`src/verilog/bdsp_pkg.sv`:
```
package bdsp_pkg;

  // ------------------------------------------------------------------
  // packet framing
  // ------------------------------------------------------------------
  localparam int          PKT_BITS       = 17;
  localparam int          WORD_BITS      = 16;
  localparam logic [4:0]  LAST_BIT_IDX   = 5'h10;
  localparam int          ACCEPT_CYCLES  = 32;

  // ------------------------------------------------------------------
  // response words {status, data}
  // ------------------------------------------------------------------
  localparam logic [16:0] RESP_OK        = 17'h0FFFF;
  localparam logic [16:0] RESP_NOT_READY = 17'h10000;
  localparam logic [16:0] RESP_BUS_ERR   = 17'h10001;
  localparam logic [16:0] RESP_ILLEGAL   = 17'h1FFFF;

  // ------------------------------------------------------------------
  // command codes and fields
  // ------------------------------------------------------------------
  localparam logic [11:0] OPC_RREG_HI    = 12'h218;
  localparam logic [11:0] OPC_WREG_HI    = 12'h208;
  localparam logic [15:0] OPC_RMEM       = 16'h1900;
  localparam logic [15:0] OPC_WMEM       = 16'h1800;
  localparam logic [15:0] OPC_DUMP       = 16'h1D00;
  localparam logic [15:0] OPC_FILL       = 16'h1C00;
  localparam logic [15:0] OPC_SIZE_MASK  = 16'hFF3F;
  localparam logic [15:0] OPC_GO         = 16'h0C00;
  localparam logic [15:0] OPC_NOP        = 16'h0000;
  localparam logic [15:0] OPC_SYNC       = 16'h0001;
  localparam logic [15:0] OPC_RCTL       = 16'h2980;
  localparam logic [15:0] OPC_WCTL       = 16'h2880;
  localparam logic [7:0]  OPC_RDBG_HI    = 8'h2D;
  localparam logic [7:0]  OPC_WDBG_HI    = 8'h2C;
  localparam logic [2:0]  DBG_FIXED      = 3'h4;
  localparam int          SZ_LSB         = 6;
  localparam logic [1:0]  SZ_BYTE        = 2'b00;
  localparam logic [1:0]  SZ_WORD        = 2'b01;
  localparam logic [1:0]  SZ_LONG        = 2'b10;
  localparam logic [1:0]  SZ_RSVD        = 2'b11;
  localparam logic [2:0]  ADDR_WORDS     = 3'h2;

  typedef enum logic [1:0] {
    SP_CORE = 2'b00,
    SP_CTRL = 2'b01,
    SP_DBG  = 2'b10
  } bdsp_space_e;

  typedef enum logic [2:0] {
    ST_CMD  = 3'b000,
    ST_EXT  = 3'b001,
    ST_EXEC = 3'b010,
    ST_WAIT = 3'b011,
    ST_RES2 = 3'b100
  } bdsp_state_e;

  function automatic logic [31:0] size_bytes(input logic [1:0] sz);
    size_bytes = (sz == SZ_LONG) ? 32'h4 : ((sz == SZ_WORD) ? 32'h2 : 32'h1);
  endfunction

  function automatic logic [2:0] data_words(input logic [1:0] sz);
    data_words = (sz == SZ_LONG) ? 3'h2 : 3'h1;
  endfunction

endpackage

```
`src/verilog/bdsp_ser_if.sv`:
```
`timescale 1ns/1ns
interface bdsp_ser_if;
  logic [15:0] rx_word;
  logic        rx_ctl;
  logic        rx_valid;
  logic [16:0] tx_word;

  modport shifter (output rx_word, output rx_ctl, output rx_valid, input tx_word);
  modport decoder (input rx_word, input rx_ctl, input rx_valid, output tx_word);
endinterface

```
`src/verilog/bdsp_shift.sv`:
```
`timescale 1ns/1ns
module bdsp_shift
  import bdsp_pkg::*;
(
  input  wire logic       clk_sys_i,
  input  wire logic       reset_n_i,
  input  wire logic       sclk_i,
  input  wire logic       sdin_i,
  output logic            sdout_o,
  bdsp_ser_if.shifter     ser
);

  logic        sclk_s1_r;
  logic        sclk_s2_r;
  logic        sclk_d_r;
  logic        din_s1_r;
  logic        din_s2_r;
  logic        bit_edge;
  logic [4:0]  cnt_r;
  logic [15:0] rx_sr_r;
  logic [16:0] tx_sr_r;
  logic [16:0] tx_cur;
  logic        bit_r;

  // ----------------------------------------------------------------
  // synchronisers
  // ----------------------------------------------------------------
  always_ff @(posedge clk_sys_i) begin
    if (!reset_n_i) begin
      sclk_s1_r <= 1'b0;
      sclk_s2_r <= 1'b0;
      sclk_d_r  <= 1'b0;
      din_s1_r  <= 1'b0;
      din_s2_r  <= 1'b0;
    end else begin
      sclk_s1_r <= sclk_i;
      sclk_s2_r <= sclk_s1_r;
      sclk_d_r  <= sclk_s2_r;
      din_s1_r  <= sdin_i;
      din_s2_r  <= din_s1_r;
    end
  end

  // a new bit only after the clock was seen low
  assign bit_edge = sclk_s2_r & ~sclk_d_r;
  assign tx_cur   = (cnt_r == 5'h00) ? ser.tx_word : tx_sr_r;

  // ----------------------------------------------------------------
  // bit exchange
  // ----------------------------------------------------------------
  always_ff @(posedge clk_sys_i) begin
    if (!reset_n_i) begin
      cnt_r        <= 5'h00;
      rx_sr_r      <= 16'h0000;
      tx_sr_r      <= 17'h00000;
      bit_r        <= 1'b0;
      ser.rx_valid <= 1'b0;
      ser.rx_word  <= 16'h0000;
      ser.rx_ctl   <= 1'b0;
    end else begin
      ser.rx_valid <= 1'b0;
      if (bit_edge) begin
        bit_r   <= tx_cur[16];
        tx_sr_r <= {tx_cur[15:0], 1'b0};
        if (cnt_r == LAST_BIT_IDX) begin
          cnt_r        <= 5'h00;
          ser.rx_valid <= 1'b1;
          ser.rx_word  <= {rx_sr_r[14:0], din_s2_r};
          ser.rx_ctl   <= rx_sr_r[15];
        end else begin
          cnt_r   <= cnt_r + 5'h01;
          rx_sr_r <= {rx_sr_r[14:0], din_s2_r};
          if (cnt_r == 5'h00) begin
            rx_sr_r <= {15'h0000, din_s2_r};
          end
        end
      end
    end
  end

  // output pin one cycle after the state change
  always_ff @(posedge clk_sys_i) begin
    if (!reset_n_i) begin
      sdout_o <= 1'b0;
    end else begin
      sdout_o <= bit_r;
    end
  end

endmodule // bdsp_shift

```
`src/verilog/bdsp_top.sv`:
```
// Behaviour
// - full duplex 17-bit packets, status plus word
// - transitions on clk edge with clock high
// - two sync cycles, state, then output
// - most significant bit first both ways
// - new transfer accepted within 32 clocks
// - response status and data encodings
// - core register read and write, halted
// - memory read byte word long, stolen
// - memory write byte word long, stolen
// - dump reads successive locations after read
// - fill writes successive locations after write
// - resume restarts at current pc, halted
// - no-op and pc sync run alongside
// - control register read and write, halted
// - debug unit registers, fixed 4 field
// - unassigned codes return illegal response
// - size bits byte word long reserved
// - extension words most significant first
//
// Strobed register access and the address map were left to the implementer.
`timescale 1ns/1ns
module bdsp_top
  import bdsp_pkg::*;
(
  input  wire logic        clk_sys_i,
  input  wire logic        reset_n_i,
  input  wire logic        serial_debug_clock_i,
  input  wire logic        serial_debug_in_i,
  output logic             serial_debug_out_o,
  input  wire logic        cpu_halted_i,
  output logic             mem_req_o,
  output logic             mem_we_o,
  output logic [1:0]       mem_size_o,
  output logic [31:0]      mem_addr_o,
  output logic [31:0]      mem_wdata_o,
  input  wire logic        mem_ack_i,
  input  wire logic        mem_err_i,
  input  wire logic [31:0] mem_rdata_i,
  output logic             reg_req_o,
  output logic             reg_we_o,
  output logic [1:0]       reg_space_o,
  output logic [4:0]       reg_sel_o,
  output logic [31:0]      reg_wdata_o,
  input  wire logic        reg_ack_i,
  input  wire logic        reg_err_i,
  input  wire logic [31:0] reg_rdata_i,
  output logic             resume_o,
  output logic             pc_sync_o
);

  bdsp_ser_if ser ();

  bdsp_state_e state_r;
  logic [16:0] resp_r;
  logic [15:0] low_hold_r;
  logic [31:0] addr_r;
  logic [31:0] data_r;
  logic [2:0]  addr_left_r;
  logic [2:0]  data_left_r;
  logic        is_mem_r;
  logic        is_wr_r;
  logic [1:0]  size_r;
  bdsp_space_e space_r;
  logic [4:0]  sel_r;
  logic        rd_chain_r;
  logic        wr_chain_r;

  // decode results
  logic [15:0] w;
  logic [1:0]  d_sz;
  logic        d_known;
  logic        d_mem;
  logic        d_wr;
  logic        d_blk;
  logic        d_halt;
  logic        d_nop;
  logic        d_sync;
  logic        d_go;
  bdsp_space_e d_space;
  logic [4:0]  d_sel;
  logic [2:0]  d_addr_n;
  logic [2:0]  d_data_n;
  logic        d_chain_ok;
  logic        d_start;
  logic        ack;
  logic        err;
  logic [31:0] rdata;
  logic        ext_last;

  // ----------------------------------------------------------------
  // serial shifter
  // ----------------------------------------------------------------
  bdsp_shift u_shift (
    .clk_sys_i (clk_sys_i),
    .reset_n_i (reset_n_i),
    .sclk_i    (serial_debug_clock_i),
    .sdin_i    (serial_debug_in_i),
    .sdout_o   (serial_debug_out_o),
    .ser       (ser)
  );

  assign ser.tx_word = resp_r;

  // ----------------------------------------------------------------
  // command decode
  // ----------------------------------------------------------------
  assign w    = ser.rx_word;
  assign d_sz = w[SZ_LSB +: 2];

  always_comb begin
    d_known  = 1'b1;
    d_mem    = 1'b0;
    d_wr     = 1'b0;
    d_blk    = 1'b0;
    d_halt   = 1'b0;
    d_nop    = 1'b0;
    d_sync   = 1'b0;
    d_go     = 1'b0;
    d_space  = SP_CORE;
    d_sel    = 5'h00;
    d_addr_n = 3'h0;
    d_data_n = 3'h0;
    if (w[15:4] == OPC_RREG_HI || w[15:4] == OPC_WREG_HI) begin
      d_halt   = 1'b1;
      d_wr     = (w[15:4] == OPC_WREG_HI);
      d_sel    = {1'b0, w[3:0]};
      d_data_n = d_wr ? data_words(SZ_LONG) : 3'h0;
    end else if ((w & OPC_SIZE_MASK) == OPC_RMEM || (w & OPC_SIZE_MASK) == OPC_WMEM) begin
      d_mem    = 1'b1;
      d_wr     = ((w & OPC_SIZE_MASK) == OPC_WMEM);
      d_addr_n = ADDR_WORDS;
      d_data_n = d_wr ? data_words(d_sz) : 3'h0;
      d_known  = (d_sz != SZ_RSVD);
    end else if ((w & OPC_SIZE_MASK) == OPC_DUMP || (w & OPC_SIZE_MASK) == OPC_FILL) begin
      d_mem    = 1'b1;
      d_blk    = 1'b1;
      d_wr     = ((w & OPC_SIZE_MASK) == OPC_FILL);
      d_data_n = d_wr ? data_words(d_sz) : 3'h0;
      d_known  = (d_sz != SZ_RSVD);
    end else if (w == OPC_GO) begin
      d_go     = 1'b1;
      d_halt   = 1'b1;
    end else if (w == OPC_NOP) begin
      d_nop    = 1'b1;
    end else if (w == OPC_SYNC) begin
      d_sync   = 1'b1;
    end else if (w == OPC_RCTL || w == OPC_WCTL) begin
      d_halt   = 1'b1;
      d_space  = SP_CTRL;
      d_wr     = (w == OPC_WCTL);
      d_data_n = d_wr ? data_words(SZ_LONG) : 3'h0;
    end else if ((w[15:8] == OPC_RDBG_HI || w[15:8] == OPC_WDBG_HI) && w[7:5] == DBG_FIXED) begin
      d_space  = SP_DBG;
      d_wr     = (w[15:8] == OPC_WDBG_HI);
      d_sel    = w[4:0];
      d_data_n = d_wr ? data_words(SZ_LONG) : 3'h0;
    end else begin
      d_known  = 1'b0;
    end
  end

  assign d_chain_ok = !d_blk || (d_wr ? wr_chain_r : rd_chain_r);
  assign d_start    = (state_r == ST_CMD) && ser.rx_valid && d_known && d_chain_ok &&
                      !(d_halt && !cpu_halted_i) && !d_nop && !d_sync && !d_go;
  assign ext_last   = (addr_left_r + data_left_r) == 3'h1;

  assign ack   = is_mem_r ? mem_ack_i : reg_ack_i;
  assign err   = is_mem_r ? mem_err_i : reg_err_i;
  assign rdata = is_mem_r ? mem_rdata_i : reg_rdata_i;

  // ----------------------------------------------------------------
  // sequencer
  // ----------------------------------------------------------------
  always_ff @(posedge clk_sys_i) begin
    if (!reset_n_i) begin
      state_r <= ST_CMD;
    end else begin
      unique case (state_r)
        ST_CMD: begin
          if (d_start) begin
            state_r <= ((d_addr_n + d_data_n) == 3'h0) ? ST_EXEC : ST_EXT;
          end
        end
        ST_EXT: begin
          if (ser.rx_valid && ext_last) begin
            state_r <= ST_EXEC;
          end
        end
        ST_EXEC: begin
          state_r <= ST_WAIT;
        end
        ST_WAIT: begin
          if (ack) begin
            state_r <= (!err && !is_wr_r && (!is_mem_r || size_r == SZ_LONG)) ? ST_RES2 : ST_CMD;
          end
        end
        ST_RES2: begin
          if (ser.rx_valid) begin
            state_r <= ST_CMD;
          end
        end
        default: begin
          state_r <= ST_CMD;
        end
      endcase
    end
  end

  // ----------------------------------------------------------------
  // response word for the next packet
  // ----------------------------------------------------------------
  always_ff @(posedge clk_sys_i) begin
    if (!reset_n_i) begin
      resp_r     <= RESP_OK;
      low_hold_r <= 16'h0000;
    end else begin
      if (state_r == ST_CMD && ser.rx_valid) begin
        if (!d_known || !d_chain_ok) begin
          resp_r <= RESP_ILLEGAL;
        end else if (d_halt && !cpu_halted_i) begin
          resp_r <= RESP_BUS_ERR;
        end else if (d_nop || d_sync || d_go) begin
          resp_r <= RESP_OK;
        end else begin
          resp_r <= RESP_NOT_READY;
        end
      end else if (state_r == ST_WAIT && ack) begin
        low_hold_r <= rdata[15:0];
        if (err) begin
          resp_r <= RESP_BUS_ERR;
        end else if (is_wr_r) begin
          resp_r <= RESP_OK;
        end else if (!is_mem_r || size_r == SZ_LONG) begin
          resp_r <= {1'b0, rdata[31:16]};
        end else if (size_r == SZ_BYTE) begin
          resp_r <= {1'b0, 8'h00, rdata[7:0]};
        end else begin
          resp_r <= {1'b0, rdata[15:0]};
        end
      end else if (state_r == ST_RES2 && ser.rx_valid) begin
        resp_r <= {1'b0, low_hold_r};
      end
    end
  end

  // ----------------------------------------------------------------
  // operation fields, address and operand
  // ----------------------------------------------------------------
  always_ff @(posedge clk_sys_i) begin
    if (!reset_n_i) begin
      addr_r      <= 32'h00000000;
      data_r      <= 32'h00000000;
      addr_left_r <= 3'h0;
      data_left_r <= 3'h0;
      is_mem_r    <= 1'b0;
      is_wr_r     <= 1'b0;
      size_r      <= SZ_LONG;
      space_r     <= SP_CORE;
      sel_r       <= 5'h00;
    end else begin
      if (d_start) begin
        addr_left_r <= d_addr_n;
        data_left_r <= d_data_n;
        is_mem_r    <= d_mem;
        is_wr_r     <= d_wr;
        size_r      <= d_mem ? d_sz : SZ_LONG;
        space_r     <= d_space;
        sel_r       <= d_sel;
        data_r      <= 32'h00000000;
        if (d_blk) begin
          addr_r <= addr_r + size_bytes(d_sz);
        end
      end else if (state_r == ST_EXT && ser.rx_valid) begin
        if (addr_left_r != 3'h0) begin
          addr_r      <= {addr_r[15:0], w};
          addr_left_r <= addr_left_r - 3'h1;
        end else begin
          data_r      <= {data_r[15:0], w};
          data_left_r <= data_left_r - 3'h1;
        end
      end
    end
  end

  // ----------------------------------------------------------------
  // block chain validity
  // ----------------------------------------------------------------
  always_ff @(posedge clk_sys_i) begin
    if (!reset_n_i) begin
      rd_chain_r <= 1'b0;
      wr_chain_r <= 1'b0;
    end else begin
      if (state_r == ST_CMD && ser.rx_valid) begin
        rd_chain_r <= rd_chain_r && d_blk && !d_wr && d_known;
        wr_chain_r <= wr_chain_r && d_blk && d_wr && d_known;
      end else if (state_r == ST_WAIT && ack && is_mem_r) begin
        rd_chain_r <= !err && !is_wr_r;
        wr_chain_r <= !err && is_wr_r;
      end
    end
  end

  // ----------------------------------------------------------------
  // memory and register requests, held until acknowledge
  // ----------------------------------------------------------------
  always_ff @(posedge clk_sys_i) begin
    if (!reset_n_i) begin
      mem_req_o   <= 1'b0;
      mem_we_o    <= 1'b0;
      mem_size_o  <= SZ_LONG;
      mem_addr_o  <= 32'h00000000;
      mem_wdata_o <= 32'h00000000;
      reg_req_o   <= 1'b0;
      reg_we_o    <= 1'b0;
      reg_space_o <= SP_CORE;
      reg_sel_o   <= 5'h00;
      reg_wdata_o <= 32'h00000000;
    end else begin
      if (state_r == ST_EXEC) begin
        if (is_mem_r) begin
          mem_req_o   <= 1'b1;
          mem_we_o    <= is_wr_r;
          mem_size_o  <= size_r;
          mem_addr_o  <= addr_r & ~(size_bytes(size_r) - 32'h1);
          mem_wdata_o <= data_r;
        end else begin
          reg_req_o   <= 1'b1;
          reg_we_o    <= is_wr_r;
          reg_space_o <= space_r;
          reg_sel_o   <= sel_r;
          reg_wdata_o <= data_r;
        end
      end else if (state_r == ST_WAIT && ack) begin
        mem_req_o <= 1'b0;
        reg_req_o <= 1'b0;
      end
    end
  end

  // ----------------------------------------------------------------
  // resume and pc sync pulses
  // ----------------------------------------------------------------
  always_ff @(posedge clk_sys_i) begin
    if (!reset_n_i) begin
      resume_o  <= 1'b0;
      pc_sync_o <= 1'b0;
    end else begin
      resume_o  <= (state_r == ST_CMD) && ser.rx_valid && d_go && cpu_halted_i;
      pc_sync_o <= (state_r == ST_CMD) && ser.rx_valid && d_sync;
    end
  end

endmodule // bdsp_top

```
`config.mk`:
```
export PLATFORM = sky130hd
export DESIGN_NAME = bdsp_top
export DESIGN_NICKNAME = d
export VERILOG_FILES = /design/src/verilog/bdsp_pkg.sv /design/src/verilog/bdsp_ser_if.sv /design/src/verilog/bdsp_shift.sv /design/src/verilog/bdsp_top.sv
export SDC_FILE = /design/constraint.sdc
export NUM_CORES = 1
export LEC_CHECK = 0
export BUFFER_PORTS_ARGS = -buffer_cell sky130_fd_sc_hd__buf_2
export CAP_MARGIN = 20
export CORE_MARGIN = 2
export CORE_UTILIZATION = 40
export DETAILED_ROUTE_END_ITERATION = 12
export PLACE_DENSITY = 0.6
export SETUP_SLACK_MARGIN = 0.02
export SLEW_MARGIN = 20
export SYNTH_ARGS = -nofsm -noshare
export SYNTH_HDL_FRONTEND = slang
export SYNTH_SLANG_ARGS = --single-unit
```
`constraint.sdc`:
```
create_clock -name clk_sys_i -period 5.1 [get_ports clk_sys_i]
set_clock_uncertainty 0.2 [all_clocks]
set_input_delay 0.765 -clock clk_sys_i [delete_from_list [all_inputs] [get_ports clk_sys_i]]
set_output_delay 0.765 -clock clk_sys_i [all_outputs]
set_load 0.01 [all_outputs]
```
== Yosys cells after proc, flatten, opt, wreduce, memory -nomap -nowiden ==
Cells that the tools add are included.
Widths: inputs -> output; s select.
Operators by class
  add/subtract/negate cells: 7
  equal/unequal tests: 32
  muxes and demuxes: 124
  bitwise operators: 9
  reduce and logical (&&, ||, !) cells: 73
Operators by type and width (number)
  $mux 32: 5
  $mux 17: 8
  $eq 14x11->1 const B: 4
  $mux 1: 56
  $mux 2: 25
  $mux 16: 3
  $mux 3: 16
  $mux 5: 9
  $add 32x3->32: 1
  $and 32x32->32: 1
  $eq 16x14->1 const B: 2
  $not 32->32: 1
  $logic_and 1x1->1: 26
  $eq 12x10->1 const B: 2
  $reduce_and 2->1: 11
  $eq 16x1->1 const B: 1
  $eq 16x12->1 const B: 1
  $eq 8x6->1 const B: 2
  $logic_not 16->1: 1
  $ne 2x2->1 const B: 8
  $mux 15: 1
  $pmux 3 s5: 1
  $logic_not 1->1: 12
  $logic_or 1x1->1: 10
  21 further kinds: 38
Word-level totals
  flip-flop bits (word level): 290
  input port bits: 73
  output and inout bits: 112
  logic and storage cells: 283

== Logic depth before layout (Yosys ltp) ==
  depth after elaboration: 20
  depth in mapped cells: 13
  mapped depth without buffers: 13

== Cells and area by module ==
From an unflattened synthesis, not the netlist that was laid out.
Second synthesis, totals
  cells, all modules: 1537
  area, all modules: 12777.3 um^2
By module, submodules not included
  bdsp_top: times used 1, cells each 1284, area each 10437.5 um^2, sequential area each 4604.4 um^2
  bdsp_shift: times used 1, cells each 253, area each 2339.7 um^2, sequential area each 1241.2 um^2

== Worst setup path before layout ==
Ideal clock, no wire load.
  path type: register -> register
  start point: register u_shift.ser.rx_word[6]
  end point: register addr_r[24]
  library setup time: 0.064 ns
  arrival time: 2.745 ns
  required time: 4.836 ns
  slack: 2.090 ns
  stages on the path, launching flop included: 14
  buffers on the path: 0
  period minus slack after synthesis: 3.010 ns
  cells stage by stage: dfxtp_1 inv_1 ha_1 inv_1 ha_1 inv_1 fa_1 nor2b_1 o21ba_2 nand3_1 a311oi_4 nand4_1 mux2_2 nor2_1
Between the ends
  longest elaborated chain between the ends: 19
  elaborated cells between the ends (all ways): 76
  classes of those cells: 1 x add/sub; 11 x eq/ne; 44 x mux; 20 x reduce/logical
Ends and longest elaborated chain
  start, declared: RTL line bdsp_ser_if.sv:8  | modport shifter (output rx_word, output rx_ctl, output rx_valid, input tx_word);
  start signal, assigned: RTL line bdsp_shift.sv:68  | ser.rx_word <= {rx_sr_r[14:0], din_s2_r};
  $eq 3x3->1: RTL line bdsp_top.sv:153  | end else if ((w[15:8] == OPC_RDBG_HI || w[15:8] == OPC_WDBG_HI) && w[7:5] == DBG_FIXED) begin
  $logic_and 1x1->1: RTL line bdsp_top.sv:153
  $mux 1: RTL line bdsp_top.sv:153
  $mux 1: RTL line bdsp_top.sv:148  | end else if (w == OPC_RCTL || w == OPC_WCTL) begin
  $mux 1: RTL line bdsp_top.sv:146  | end else if (w == OPC_SYNC) begin
  $mux 1: RTL line bdsp_top.sv:144  | end else if (w == OPC_NOP) begin
  $mux 1: RTL line bdsp_top.sv:141  | end else if (w == OPC_GO) begin
  $mux 1: RTL line bdsp_top.sv:135  | end else if ((w & OPC_SIZE_MASK) == OPC_DUMP || (w & OPC_SIZE_MASK) == OPC_FILL) begin
  $mux 1: RTL line bdsp_top.sv:129  | end else if ((w & OPC_SIZE_MASK) == OPC_RMEM || (w & OPC_SIZE_MASK) == OPC_WMEM) begin
  $mux 1: RTL line bdsp_top.sv:124  | if (w[15:4] == OPC_RREG_HI || w[15:4] == OPC_WREG_HI) begin
  $mux 1: RTL line bdsp_top.sv:163  | assign d_chain_ok = !d_blk || (d_wr ? wr_chain_r : rd_chain_r);
  $logic_or 1x1->1: RTL line bdsp_top.sv:163
  $logic_and 1x1->1 (2 in a row): RTL line bdsp_top.sv:164  | assign d_start = (state_r == ST_CMD) && ser.rx_valid && d_known && d_chain_ok &&
  $logic_and 1x1->1 (3 in a row): RTL line bdsp_top.sv:165  | !(d_halt && !cpu_halted_i) && !d_nop && !d_sync && !d_go;
  $ne 2x2->1 (no source line) / $reduce_bool 2->1 (equally long branches)
  $reduce_and 3->1 (no source line)
  end signal, assigned: RTL line bdsp_top.sv:272  | addr_r <= addr_r + size_bytes(d_sz);
  end signal, assigned: RTL line bdsp_top.sv:276  | addr_r <= {addr_r[15:0], w};
  end, declared: RTL line bdsp_top.sv:57  | logic [31:0] addr_r;
Several ways; a longest one is shown, not always the timed one. The select of a mux whose other input is x is not followed.
A chain may end at the register's enable or synchronous reset.

== Worst setup path after layout ==
  start point: register u_shift.ser.rx_word[6]
  end point: register data_left_r[0]
Between the ends
  longest elaborated chain between the ends: 19
  elaborated cells between the ends (all ways): 81
  classes of those cells: 10 x eq/ne; 52 x mux; 19 x reduce/logical
Ends and longest elaborated chain
  $eq 3x3->1: RTL line bdsp_top.sv:153
  $logic_and 1x1->1: RTL line bdsp_top.sv:153
  $mux 1: RTL line bdsp_top.sv:153
  $mux 1: RTL line bdsp_top.sv:148
  $mux 1: RTL line bdsp_top.sv:146
  $mux 1: RTL line bdsp_top.sv:144
  $mux 1: RTL line bdsp_top.sv:141
  $mux 1: RTL line bdsp_top.sv:135
  $mux 1: RTL line bdsp_top.sv:129
  $mux 1: RTL line bdsp_top.sv:124
  $mux 1: RTL line bdsp_top.sv:163
  $logic_or 1x1->1: RTL line bdsp_top.sv:163
  $logic_and 1x1->1 (2 in a row): RTL line bdsp_top.sv:164
  $logic_and 1x1->1 (3 in a row): RTL line bdsp_top.sv:165
  $ne 2x2->1 (no source line) / $reduce_bool 2->1 (equally long branches)
  $reduce_and 2->1 (no source line)
  end signal, assigned: RTL line bdsp_top.sv:264  | data_left_r <= d_data_n;
  end signal, assigned: RTL line bdsp_top.sv:280  | data_left_r <= data_left_r - 3'h1;
  end, declared: RTL line bdsp_top.sv:60  | logic [2:0] data_left_r;
Several ways; a longest one is shown, not always the timed one.

==> impl_metrics.yaml <==
power_and_ir_drop:
  power.share.combinational: 0.034
  power_density_nw_per_um2: 325
  clock_power_share: 0.488
  seq_power_share: 0.478
  switching_part_of_the_total: 0.218
  vdd.ir_drop.worst_v: 0.000248
  internal_power_mw: 3.74
  switchingPower_mw: 1.05
  static-leakage-power_nw: 5.58
  total_power_mw: 4.79
clocking:
  root_buffer: "sky130_fd_sc_hd__clkbuf_16"
  post_cts.repair.setup_buffers: 0
  cts-htree-levels: 1
  holdBufCountCts: 0
  clk-insertion-delay-late_ns: 0.57
  clk_path_buf_depth: 3
  post_cts_clock_slew_at_the_launch_and_capture_registers_of_the_worst_setup_and_hold_paths_ns: 0.06
  clock-sinks: 290
  tritoncts.num_buffers: 31
  cts.repair.resized: 0
  clock_tree_from_tritoncts: "yes"
logic_synthesis:
  synthesis.nets: 1640
  ys_seq_area_frac: 0.463
  synth.yosys.warnings: 0
  syn_inst: 1549
  synthesis.area_per_instance_um2: 8.09
  post_synth_num_cell_types: 78
  syn-cell-area_um2: 12500
  flop_and_latch_count_out_of_synthesis: 290
  asyncSetResetFlopFracSynth: 0
  number_of_flops_mapped_to_enable_cells_by_yosys: 0
  dominant_register_cell_in_the_synthesized_netlist: "sky130_fd_sc_hd__dfxtp_1"
min_path:
  min_path_type: "input pin to register"
timing:
  max_freq_mhz: 283
  finalCritPeriodShare: 0.693
  maxSlewHeadroom: 0.323
  final_period_minus_worst_setup_slack_ns: 3.53
  worst_hold_slack_ns: 0.199
  timing.setup.tns_ns: 0
  setup_ws_ns: 1.57
  tightestPinTransition_ns: 1.01
  final-hold-violation-count: 0
  timing_max_transition_violations_final: 0
  timing.final.setup_violations: 0
  grt_setup_unrepaired: "false"
run:
  drv_cap: 0
floorplan:
  ios: 185
  core_region_um2: 30700
  die_area_um2: 32800
  die_y_um: 181
  die_w_um: 181
  fp-row-count: 64
  floorplan.initialDensity: 0.407
finish:
  mostFrequentLayoutCells: "sky130_fd_sc_hd__nand2_1 (386), sky130_fd_sc_hd__dfxtp_1 (289), sky130_fd_sc_hd__a21oi_1 (226)"
  design.final.nets: 1761
  instances_no_fill: 2090
  post_route_cell_area_um2: 14700
  layout-area-overhead-vs-synth_pct: 17.4
  final_core_util: 0.479
  ratio_of_cells_with_drive_above_1_in_the_final_layout: 0.185
  layout.filler_cells: 3105
  mostFrequentLayoutCell: "sky130_fd_sc_hd__nand2_1"
setup_path:
  cp_max_fo: 15
  worstSetupPathType: "register to register"
  crit_arrival_ns: 3.75
  element_type_at_the_critical_path_start: "register"
  crit_start: "u_shift.ser.rx_word[6]"
  worst_setup_path_endpoint: "data_left_r[0]"
  required_time_at_the_endpoint_of_the_critical_path_ns: 5.32
  rrSetupSlack_ns: 1.57
  ff2ff_path_depth: 10
  worst_r2r_endpoint: "data_left_r[0]"
  cp-end-kind: "register"
  rr_startpoint: "u_shift.ser.rx_word[6]"
placed_design:
  detailedPlacementHpwl_um: 23800
  globalplace.congestion: 0.882
  detailed_place.area_um2: 13600
  placement.setup.worst_slack_ns: 1.63
  numPlacedInstances: 2033
  portBuffers: 184
grt:
  global_route_wire_length_before_repair_um: 57100
  gr_usage_total: 0.211
  grt_pass1_vias: 10500
  grt_start_max_net_pins: 122
  grt_antenna_before_repair: 2
  grt.overflow.total: 0
routing:
  avgViaCountPerCell: 5.39
  drc_errors: 0
  dr.first_iter.drc_count: 795
  vias: 11300
  routed_wire_length_per_instance_um: 16.9
  first_pass_iters: 5
  antenna_nets_post_route: 0
  totalWireLength_um: 35400
outcome:
  outcome: "finished, final reports clean"
-- critical path, cell delays in order (launching register included) --
cell and delay, ns:
sky130_fd_sc_hd__dfxtp_1 0.47, sky130_fd_sc_hd__inv_1 0.14, sky130_fd_sc_hd__ha_1 0.28, sky130_fd_sc_hd__nor4b_2 0.20, sky130_fd_sc_hd__a22oi_1 0.34, sky130_fd_sc_hd__mux2i_4 0.46, sky130_fd_sc_hd__nand3_1 0.20, sky130_fd_sc_hd__o2111ai_2 0.51
sky130_fd_sc_hd__buf_4 0.32, sky130_fd_sc_hd__mux2i_1 0.21, sky130_fd_sc_hd__nor2_1 0.05
-- logic make-up (layout without fill, tap and decap cells) --
logic type | Yosys count | count (layout) | share of synthesized area
DFF | 290 | 290 | 0.463
buffers and inverters | 135 | 278 | 0.0460
adders and majority gates | 18 | 18 | 0.0192
muxes | 49 | 49 | 0.0422
AOI/OAI and AO/OA | 386 | 386 | 0.189
other | 0 | 2 | 0
and+or+nand+nor | 661 | 661 | 0.233
xor gates and xnor gates | 10 | 10 | 0.00699
-- power groups by stage --
stage / clock (mW) / combinational [mW] / sequential [mW]
4_1_cts: 2.39 / 0.165 / 2.29
3_3_place_gp: 0 / 0.164 / 2.34
5_1_grt: 2.49 / 0.181 / 2.29
6_report: 2.33 / 0.164 / 2.29
3_5_place_dp: 0 / 0.164 / 2.34
2_1_floorplan: 0 / 0.106 / 2.33
-- synthesized netlist by cell type, types with 4 or more instances --
library cell	number	share of area
sky130_fd_sc_hd__inv_1	21	0.0063
sky130_fd_sc_hd__a31oi_1	12	0.0060
sky130_fd_sc_hd__ha_1	16	0.016
sky130_fd_sc_hd__and3_1	10	0.0050
sky130_fd_sc_hd__xnor2_1	4	0.0028
sky130_fd_sc_hd__xor2_1	6	0.0042
sky130_fd_sc_hd__clkbuf_1	88	0.026
sky130_fd_sc_hd__nand4_1	9	0.0045
sky130_fd_sc_hd__buf_6	6	0.0054
sky130_fd_sc_hd__dfxtp_1	290	0.46
sky130_fd_sc_hd__a211oi_1	21	0.013
sky130_fd_sc_hd__o21ai_0	34	0.014
sky130_fd_sc_hd__a21oi_2	11	0.0077
sky130_fd_sc_hd__nor4_1	7	0.0035
sky130_fd_sc_hd__nand2b_1	6	0.0030
sky130_fd_sc_hd__buf_1	7	0.0021
sky130_fd_sc_hd__nor2_1	98	0.029
sky130_fd_sc_hd__mux2i_1	30	0.024
sky130_fd_sc_hd__o211ai_1	10	0.0060
sky130_fd_sc_hd__nor3b_1	11	0.0066
sky130_fd_sc_hd__a22oi_1	16	0.0096
sky130_fd_sc_hd__mux2_2	16	0.014
sky130_fd_sc_hd__a221o_1	16	0.013
sky130_fd_sc_hd__buf_4	4	0.0024
sky130_fd_sc_hd__buf_2	6	0.0024
sky130_fd_sc_hd__and2_1	9	0.0045
sky130_fd_sc_hd__a2bb2oi_1	6	0.0042
sky130_fd_sc_hd__nand2_1	386	0.12
sky130_fd_sc_hd__nor3_1	13	0.0052
sky130_fd_sc_hd__nand3_1	69	0.028
sky130_fd_sc_hd__a21oi_1	227	0.091
sky130_fd_sc_hd__nor2b_1	11	0.0055
sky130_fd_sc_hd__or2_2	4	0.0020
sky130_fd_sc_hd__or3_1	7	0.0035
-- metal layers --
metal  vias to the layer above  global-route usage  share of wire  wire length (um)
li1                       5599                   -              -                 -
met1                      5337               0.305           0.48             17000
met2                       292               0.336           0.45             15900
met3                        47              0.0284          0.049              1750
met4                         0              0.0468          0.019               679
met5                         -                   0              0                 0
-- flip-flops by register name (all words and copies together) (netlist names), 15 cells and up --
register             count
low_hold_r              16
mem_wdata_o             32
reg_wdata_o             32
u_shift.rx_sr_r         15
data_r                  32
resp_r                  17
u_shift.tx_sr_r         16
addr_r                  32
u_shift.ser.rx_word     16
mem_addr_o              32
-- worst min path at each step --
stage / cells after the start / end / start
3_3_place_gp: 1 / u_shift.sclk_s2_r / u_shift.sclk_s1_r
5_1_grt: 2 / u_shift.sclk_s1_r / serial_debug_clock_i
3_5_place_dp: 1 / u_shift.sclk_s2_r / u_shift.sclk_s1_r
2_1_floorplan: 1 / u_shift.din_s2_r / u_shift.din_s1_r
4_1_cts: 2 / u_shift.sclk_s1_r / serial_debug_clock_i
6_report: 2 / u_shift.sclk_s1_r / serial_debug_clock_i
-- layout make-up --
class	count	area (um^2)	share of cell area
multi-input combinational	1124	6170	0.420
sequential	290	5810	0.395
clock inverter	12	155	0.0105
timing repair buffer	201	1070	0.0726
clock buffer	43	921	0.0626
antenna	2	5.00	0.000340
inverter	22	87.6	0.00595
tap	396	495	0.0337
Power figures use the tool's default switching activity.
